$ cat config.mk
export PLATFORM = sky130hd
export DESIGN_NAME = relay_out
export DESIGN_NICKNAME = d
export VERILOG_FILES = /design/src/design/relay_out_pkg.sv /design/src/design/relay_out.sv
export VERILOG_INCLUDE_DIRS = /design/src /design/src/design
export SDC_FILE = /design/constraint.sdc
export NUM_CORES = 1
export LEC_CHECK = 0
export ABC_CLOCK_PERIOD_IN_PS = 5900
export BUFFER_PORTS_ARGS = -buffer_cell sky130_fd_sc_hd__clkbuf_2
export CORE_ASPECT_RATIO = 0.9
export CORE_MARGIN = 5
export CORE_UTILIZATION = 43
export CTS_BUF_LIST = sky130_fd_sc_hd__clkbuf_4 sky130_fd_sc_hd__clkbuf_8
export CTS_CLUSTER_DIAMETER = 50
export DETAILED_ROUTE_END_ITERATION = 12
export GPL_TIMING_DRIVEN = 0
export SETUP_SLACK_MARGIN = 0.15
export SLEW_MARGIN = 20
export SYNTH_ARGS = -nofsm -noshare
export SYNTH_HDL_FRONTEND = slang
export SYNTH_SLANG_ARGS = --single-unit
$ cat constraint.sdc
create_clock -name clk -period 5.9 [get_ports clk]
set_input_delay 0.59 -clock clk [delete_from_list [all_inputs] [get_ports clk]]
set_output_delay 0.59 -clock clk [all_outputs]
set_load 0.005 [all_outputs]
$ cat src/design/relay_out_cfg.svh
// Register offsets, field positions, reset values and timing counts of the relay output block.
// Assumes a 10 MHz clock and a 32-bit AXI4-Lite register bus.
//
// Operation
// - Matrix routes any internal signal to any relay.
// - Each relay selects latched or non-latched operation.
// - Non-latched follows source; latched holds until release.
// - One common release clears all latched relays.
// - Four trip statuses: 0 off, 1 energised.
// - Alarm status: 0 inactive, 1 active.
// - Service fault output status bit reported.
// - One test-override flag forces relays and stages.
// - Status writes ignored unless override flag set.
// - Override flag and forcing clear after five minutes.
// - Alarm, trip three, four: pulse 0.00-99.98 s.
// - 99.99 s means infinite; zero write releases.
`ifndef RELAY_OUT_CFG_SVH
`define RELAY_OUT_CFG_SVH
`define OFF_CTRL    32'h0000_0000
`define OFF_LATCH   32'h0000_0004
`define OFF_FVAL    32'h0000_0008
`define OFF_STAT    32'h0000_000C
`define OFF_DIRECT  32'h0000_0010
`define OFF_PULSE0  32'h0000_0014
`define OFF_MAP0    32'h0000_0020
`define CTRL_FORCE  0
`define CTRL_REL    1
`define STAT_FORCE  6
`define STAT_DIR    7
`define PULSE_RST   14'h0000
`define PULSE_INF   14'h270F
`define CLK_PERIOD_NS 100
`define TICK_MS     10
`define TICK_CYCLES ((`TICK_MS * 1000000) / `CLK_PERIOD_NS)
`define FORCE_MIN   5
`define FORCE_TICKS ((`FORCE_MIN * 60 * 1000) / `TICK_MS)
`define RESP_OKAY   2'h0
`define RESP_SLVERR 2'h2
`endif

$ cat src/design/relay_out_pkg.sv
// Types shared by the relay output block and its bench.
// Assumes the constants header is compiled alongside.
package relay_out_pkg;
  typedef struct packed {
    logic        awvalid;
    logic [31:0] awaddr;
    logic        wvalid;
    logic [31:0] wdata;
    logic [3:0]  wstrb;
    logic        bready;
    logic        arvalid;
    logic [31:0] araddr;
    logic        rready;
  } axil_req_t;
  typedef struct packed {
    logic        awready;
    logic        wready;
    logic        bvalid;
    logic [1:0]  bresp;
    logic        arready;
    logic        rvalid;
    logic [31:0] rdata;
    logic [1:0]  rresp;
  } axil_rsp_t;
  typedef enum {
    SEL_CTRL, SEL_LATCH, SEL_FVAL, SEL_STAT, SEL_DIRECT, SEL_PULSE, SEL_MAP, SEL_NONE
  } reg_sel_t;
endpackage

$ cat src/design/relay_out.sv
// Relay output control: matrix routing, latching, test forcing and direct pulses.
// Assumes internal signals on clk; the release pin is asynchronous and is synchronised.
`timescale 1ns/10ps
`include "relay_out_cfg.svh"
module relay_out #(
  parameter int TICK_CYC  = `TICK_CYCLES,
  parameter int FORCE_TCK = `FORCE_TICKS
) (
  // Clock and reset
  input  wire logic                     clk,
  input  wire logic                     rst_n,
  // Register bus
  input  wire relay_out_pkg::axil_req_t bus_req,
  output relay_out_pkg::axil_rsp_t      bus_rsp,
  // Internal signals and release pin
  input  wire logic [15:0]              prot_sig,
  input  wire logic                     release_pin,
  // Relay drives and stage force flag
  output logic [3:0]                    trip_outputs,
  output logic                          alarm_output,
  output logic                          service_fault_output,
  output logic                          stage_force
);
  // Output index of each direct channel: alarm, trip three, trip four.
  localparam int DIR_IDX [3] = '{4, 2, 3};

  function automatic relay_out_pkg::reg_sel_t decode(input logic [31:0] a);
    relay_out_pkg::reg_sel_t s;
    s = relay_out_pkg::SEL_NONE;
    if (a == `OFF_CTRL) s = relay_out_pkg::SEL_CTRL;
    if (a == `OFF_LATCH) s = relay_out_pkg::SEL_LATCH;
    if (a == `OFF_FVAL) s = relay_out_pkg::SEL_FVAL;
    if (a == `OFF_STAT) s = relay_out_pkg::SEL_STAT;
    if (a == `OFF_DIRECT) s = relay_out_pkg::SEL_DIRECT;
    if (a >= `OFF_PULSE0 && a < `OFF_PULSE0 + 32'h0000_000C && a[1:0] == 2'h0)
      s = relay_out_pkg::SEL_PULSE;
    if (a >= `OFF_MAP0 && a < `OFF_MAP0 + 32'h0000_0018 && a[1:0] == 2'h0)
      s = relay_out_pkg::SEL_MAP;
    return s;
  endfunction

  function automatic logic [31:0] merge(input logic [31:0] old, input logic [31:0] nw,
                                        input logic [3:0] strb);
    logic [31:0] r;
    r = old;
    for (int b = 0; b < 4; b++)
      if (strb[b]) r[8*b +: 8] = nw[8*b +: 8];
    return r;
  endfunction

  // State.
  relay_out_pkg::axil_rsp_t rsp;
  relay_out_pkg::axil_rsp_t next_rsp;
  logic [1:0]  rel_sync;
  logic        force_on;
  logic        next_force_on;
  logic [14:0] force_cnt;
  logic [14:0] next_force_cnt;
  logic [16:0] tick_cnt;
  logic [16:0] next_tick_cnt;
  logic [5:0]  latch_cfg;
  logic [5:0]  next_latch_cfg;
  logic [5:0]  fval;
  logic [5:0]  next_fval;
  logic [5:0]  lat;
  logic [5:0]  next_lat;
  logic [5:0]  relay;
  logic [5:0]  next_relay;
  logic [2:0]  dir_on;
  logic [2:0]  next_dir_on;
  logic [15:0] map [6];
  logic [15:0] next_map [6];
  logic [13:0] dur [3];
  logic [13:0] next_dur [3];
  logic [13:0] pcnt [3];
  logic [13:0] next_pcnt [3];

  logic        wr;
  logic        rd;
  logic        tick;
  logic        rel;
  logic        rel_sw;
  logic [5:0]  src;
  logic [5:0]  dir_vec;
  logic [31:0] wdat;
  logic [2:0]  widx;
  relay_out_pkg::reg_sel_t wsel;

  assign wr   = bus_req.awvalid && rsp.awready;
  assign rd   = bus_req.arvalid && rsp.arready;
  assign tick = tick_cnt == 17'(TICK_CYC - 1);
  assign wsel = decode(bus_req.awaddr);
  assign widx = 3'((bus_req.awaddr - ((wsel == relay_out_pkg::SEL_MAP) ?
                                      `OFF_MAP0 : `OFF_PULSE0)) >> 2);
  assign rel_sw = wr && wsel == relay_out_pkg::SEL_CTRL && bus_req.wstrb[0] &&
                  bus_req.wdata[`CTRL_REL];
  assign rel  = rel_sync[1] || rel_sw;

  genvar gi;
  generate
    for (gi = 0; gi < 6; gi++)
    begin : g_src
      assign src[gi] = |(map[gi] & prot_sig);
    end
  endgenerate

  always_comb
  begin
    dir_vec = 6'h00;
    for (int k = 0; k < 3; k++)
      dir_vec[DIR_IDX[k]] = dir_on[k];
  end

  // Bus handshake: address and data are taken together, one access at a time per direction.
  always_comb
  begin
    next_rsp = rsp;
    next_rsp.awready = 1'b0;
    next_rsp.wready = 1'b0;
    next_rsp.arready = 1'b0;
    if (!rsp.bvalid && !rsp.awready && bus_req.awvalid && bus_req.wvalid)
    begin
      next_rsp.awready = 1'b1;
      next_rsp.wready = 1'b1;
    end
    if (wr)
    begin
      next_rsp.bvalid = 1'b1;
      next_rsp.bresp = (wsel == relay_out_pkg::SEL_NONE) ? `RESP_SLVERR : `RESP_OKAY;
    end
    else if (rsp.bvalid && bus_req.bready)
      next_rsp.bvalid = 1'b0;
    if (!rsp.rvalid && !rsp.arready && bus_req.arvalid)
      next_rsp.arready = 1'b1;
    if (rd)
    begin
      next_rsp.rvalid = 1'b1;
      next_rsp.rresp = `RESP_OKAY;
      next_rsp.rdata = 32'h0000_0000;
      unique case (decode(bus_req.araddr))
        relay_out_pkg::SEL_CTRL:   next_rsp.rdata = 32'(force_on);
        relay_out_pkg::SEL_LATCH:  next_rsp.rdata = 32'(latch_cfg);
        relay_out_pkg::SEL_FVAL:   next_rsp.rdata = 32'(fval);
        relay_out_pkg::SEL_STAT:   next_rsp.rdata = 32'({dir_on, force_on, relay});
        relay_out_pkg::SEL_DIRECT: next_rsp.rdata = 32'(dir_on);
        relay_out_pkg::SEL_PULSE:
          next_rsp.rdata = 32'(dur[2'((bus_req.araddr - `OFF_PULSE0) >> 2)]);
        relay_out_pkg::SEL_MAP:
          next_rsp.rdata = 32'(map[3'((bus_req.araddr - `OFF_MAP0) >> 2)]);
        relay_out_pkg::SEL_NONE:   next_rsp.rresp = `RESP_SLVERR;
      endcase
    end
    else if (rsp.rvalid && bus_req.rready)
      next_rsp.rvalid = 1'b0;
  end

  // Relay core: configuration, forcing, latching and direct pulses.
  always_comb
  begin
    next_tick_cnt = tick ? 17'h0_0000 : tick_cnt + 17'h0_0001;
    next_force_on = force_on;
    next_force_cnt = force_cnt;
    next_latch_cfg = latch_cfg;
    next_fval = fval;
    next_dir_on = dir_on;
    next_map = map;
    next_dur = dur;
    next_pcnt = pcnt;
    wdat = 32'h0000_0000;
    if (force_on && tick)
    begin
      next_force_cnt = force_cnt - 15'h0001;
      if (force_cnt <= 15'h0001)
      begin
        next_force_on = 1'b0;
        next_fval = 6'h00;
      end
    end
    for (int k = 0; k < 3; k++)
      if (dir_on[k] && tick && dur[k] != `PULSE_INF)
      begin
        next_pcnt[k] = pcnt[k] - 14'h0001;
        if (pcnt[k] <= 14'h0001)
          next_dir_on[k] = 1'b0;
      end
    if (wr)
    begin
      unique case (wsel)
        relay_out_pkg::SEL_CTRL:
        begin
          wdat = merge(32'(force_on), bus_req.wdata, bus_req.wstrb);
          next_force_on = wdat[`CTRL_FORCE];
          next_force_cnt = 15'(FORCE_TCK);
          if (!wdat[`CTRL_FORCE])
            next_fval = 6'h00;
        end
        relay_out_pkg::SEL_LATCH:
        begin
          wdat = merge(32'(latch_cfg), bus_req.wdata, bus_req.wstrb);
          next_latch_cfg = wdat[5:0];
        end
        relay_out_pkg::SEL_FVAL:
        begin
          wdat = merge(32'(fval), bus_req.wdata, bus_req.wstrb);
          if (force_on)
            next_fval = wdat[5:0];
        end
        relay_out_pkg::SEL_DIRECT:
        begin
          wdat = merge(32'(dir_on), bus_req.wdata, bus_req.wstrb);
          for (int k = 0; k < 3; k++)
          begin
            next_dir_on[k] = wdat[k] && dur[k] != `PULSE_RST;
            next_pcnt[k] = dur[k];
          end
        end
        relay_out_pkg::SEL_PULSE:
        begin
          wdat = merge(32'(dur[widx[1:0]]), bus_req.wdata, bus_req.wstrb);
          next_dur[widx[1:0]] = (wdat[13:0] > `PULSE_INF) ? `PULSE_INF : wdat[13:0];
        end
        relay_out_pkg::SEL_MAP:
        begin
          wdat = merge(32'(map[widx]), bus_req.wdata, bus_req.wstrb);
          next_map[widx] = wdat[15:0];
        end
        default:
        begin
        end
      endcase
    end
    // A source that is active during release wins, so no trip is lost.
    next_lat = src | (lat & ~{6{rel}});
    for (int i = 0; i < 6; i++)
      next_relay[i] = latch_cfg[i] ? lat[i] : src[i];
    next_relay = force_on ? fval : (next_relay | dir_vec);
  end

  always_ff @(posedge clk)
  begin
    if (!rst_n)
    begin
      rsp <= '0;
      rel_sync <= 2'h0;
      tick_cnt <= 17'h0_0000;
      force_on <= 1'b0;
      force_cnt <= 15'h0000;
      latch_cfg <= 6'h00;
      fval <= 6'h00;
      lat <= 6'h00;
      relay <= 6'h00;
      dir_on <= 3'h0;
      map <= '{default: 16'h0000};
      dur <= '{default: `PULSE_RST};
      pcnt <= '{default: 14'h0000};
    end
    else
    begin
      rsp <= next_rsp;
      rel_sync <= {rel_sync[0], release_pin};
      tick_cnt <= next_tick_cnt;
      force_on <= next_force_on;
      force_cnt <= next_force_cnt;
      latch_cfg <= next_latch_cfg;
      fval <= next_fval;
      lat <= next_lat;
      relay <= next_relay;
      dir_on <= next_dir_on;
      map <= next_map;
      dur <= next_dur;
      pcnt <= next_pcnt;
    end
  end

  assign bus_rsp = rsp;
  assign trip_outputs = relay[3:0];
  assign alarm_output = relay[4];
  assign service_fault_output = relay[5];
  assign stage_force = force_on;
endmodule

==> metrics.txt <==
Rows=64; Starting Density=between 40% and 50%; post-synthesis sequential area ratio=about a third; CTS clock-pin slew for the worst setup and hold paths=approximately 0.06 ns; final hold vios=0; Root Buffer=clkbuf_8; max incr delay on CP=about 0.47 ns; crit path kind=in -> reg; chip width=206.7 um; RSZ-0062 raised after global routing=false; switching power=roughly 1.1 mW; total of max-cap violations=0; VDD IR max=between 150 and 200 uV; number of H-tree levels=2; Setup-failing EPs final=0; crit path launch=bus_req[89]; Worst setup SP type=input pin; total number of vias=about 16000; total wire length=roughly 68 mm; largest net degree at the start of global routing=13; Syn Area/Cell=around 8.5 um^2; Worst-Margin Slew=~1.1 ns; post-synth cell types=80; Clk pwr share=46.6%; Cell Area, Synth=14970 um^2; yosys warns=0; Final Wtd Congestion=roughly 1.0; register bit total from synthesis=between 200 and 300; switch share=around a quarter; cell taking the most area after synthesis=dfxtp_1; vias in the first global route=~15000; violation count after the first detailed-route iteration=just under 2000; Setup Skew=between 0.03 and 0.04 ns; capturing point of the worst reg2reg path=map[41]; Via density=roughly 6.6; Seq pwr share=43.8%; Total Power=4.084 mW; most common cell in the netlist=dfxtp_1; TNS Setup=0 ns; Post-CTS Setup Inserts=0; Crit Reg-Reg Startpoint=bus_rsp[40]; Finished Core Util=roughly 50%; Hold Crit Class=in -> reg; Comb pwr share=a little under a tenth; initial antenna violation count=0; Final Non-Filler Cells=approximately 2400; Final Slew Violations=0; CTS tree=done; Placed Area=between 15000 and 20000 um^2; Post-Syn Instances=~1800; post-route minimum period=about 5.4 ns; pre-CTS setup slack=-0.1107 ns; Area Growth Syn to Fin=16.18%; P_leak=about 6.4 nW; slew margin rel.=between 20% and 30%; Die Area=just under 40000 um^2; Final Cycle Share=roughly nine tenths; Pint=2.992 mW; CP Capture Point=map[93]; wire length per cell=between 20 and 30 um; GRT Total Usage=33.81%; Most used DFF post-synth=dfxtp_1; core area=around 34000 um^2; Power Density=~230 nW/um^2; crit end category=flop; crit path max fanout=10; Final Worst Setup Slack=~0.54 ns; EDFF count, synth=0; largest cells by area after synthesis=dfxtp_1 35%, o21ai_0 4.5%, mux2i_1 4.1%; GRT overflow=0; nets@finish=between 2000 and 2500; crit-path cells=clkbuf_2 > nor4_1 > nand4_2 > nor3_2 > inv_2 > buf_2 > ha_1 > buf_2 > buf_2 > buf_2 > buf_2 > nand2_1 > inv_1 > nand3_1 > clkbuf_1 > a32o_1; WHS=0.2167 ns; Worst Path Required=~6.4 ns; CP most frequent cell=buf_2; r2r setup slk=slightly above 3 ns; total CTS buffers=47; Worst Reg-to-Reg Cells=8; HPWL Detailed=roughly 52 mm; first-pass GRT wire length=roughly 99 mm; clock insertion delay at the later pin of the skew report=~0.6 ns; slowest CP cell=clkbuf_1; FMAX=roughly 190 MHz; Clock Path Buffers=3; IO buf count=132; TritonRoute pass-1 iters=6; Async S/R FF share, synth=0%; DRC viols=0; share of cells above drive strength 1=between 10% and 20%; Final ANT Viol Nets=0; most frequent cells after synthesis=264 x dfxtp_1, 148 x nand2_1, 135 x o21ai_0; Ports=about 170; CP arrival=about 6 ns; Synth top area share=between 30% and 40%; status=complete, no violations; DIE HEIGHT=~190 um; Inserted Diodes=0; CTS sink count=approximately 260; Placed Cells=~2400; Final Cell Area=17390 um^2
## layout make-up
cell class	count	area, um^2
Buffer	136	633.1
Clock buffer	74	974.7
Multi-Input combinational cell	1309	8935
Sequential cell	264	5285
Tap cell	462	578.1
Clock inverter	9	82.58
Inverter	58	217.7
Fill cell	3444	16800
Timing Repair Buffer	136	683.2
## layer usage
layer,up-vias,wire [um],track usage [%]
li1,7083,-,-
met1,7839,29240,50.33
met2,1132,27010,46.82
met3,167,9389,10.21
met4,0,2101,9.852
met5,-,0,0
## power groups by stage
stage                     Combinational (mW)  Sequential [mW]  Clock, mW
after floorplan                        0.204             1.83          0
after global placement                 0.372             1.83          0
after detailed placement               0.373             1.83          0
after CTS                              0.374             1.79       1.92
after global routing                   0.409             1.79       2.01
final                                  0.392             1.79       1.90
## kinds of logic (layout without fill, tap and decap cells)
logic type      Yosys count  in the layout  share of synthesized area [%]
simple gates            559            559                          19.14
compound gates          550            550                          25.75
other cells               1             18                        0.02506
buf+inv                 195            413                          5.701
fa+ha+maj                15             15                          1.254
mux                     109            109                          9.422
flops                   264            264                          35.31
xor+xnor                 58             58                          3.394
## worst min-delay path by stage
stage | start | endpoint | depth (start not counted)
global route | bus_req[71] | bus_rsp[40] | 3
global placement | rel_sync[0] | rel_sync[1] | 1
detailed placement | rel_sync[0] | rel_sync[1] | 1
floorplan | rel_sync[0] | rel_sync[1] | 1
finish | bus_req[71] | bus_rsp[40] | 3
CTS | release_pin | rel_sync[0] | 2
## cells in the final DEF, fill, tap and decap left out, types with 14 or more instances in the layout
master,instances
buf_1,17
nor3_1,26
and4_1,15
buf_4,20
o22ai_1,40
nor2b_1,15
clkbuf_8,68
and2_1,14
conb_1,18
nor2_1,107
mux4_2,23
a221oi_1,45
a211oi_1,28
ha_1,15
and3_1,16
xor2_1,31
a31oi_1,14
xnor2_1,27
buf_2,18
mux2i_1,61
nor4_1,35
a32o_1,42
a311oi_1,16
o221a_2,16
nand4_1,38
clkbuf_1,79
nand3_1,76
mux2_2,25
inv_1,56
a22o_1,35
clkbuf_2,134
a21oi_1,94
dfxtp_1,264
o31ai_1,17
nand2_1,148
o21ai_0,135
## registers in the layout, summed over array words and instances (netlist names)
| signal | flops |
|---|---|
| map | 96 |
| dur | 42 |
| pcnt | 42 |
| bus_rsp | 22 |
| tick_cnt | 17 |
| force_cnt | 15 |
| fval | 6 |
| lat | 6 |
| latch_cfg | 6 |
| relay | 6 |
| dir_on | 3 |
| rel_sync | 2 |
| stage_force | 1 |
## repair_timing
action | 4_1_cts | 5_1_grt
endpoints found under the setup margin | 0 | 16
hold buffers | 0 | 0
resized for setup | 0 | 0
## critical path: cells and delay by family
kind / cells / cell delay (ns)
AND/OR/NAND/NOR: 5 / 1.77
adder cells (fa/ha/maj): 1 / 0.29
AO/OA/AOI/OAI: 1 / 0.38
buffers and inverters: 9 / 2.79
Power figures use the tool's default switching activity.
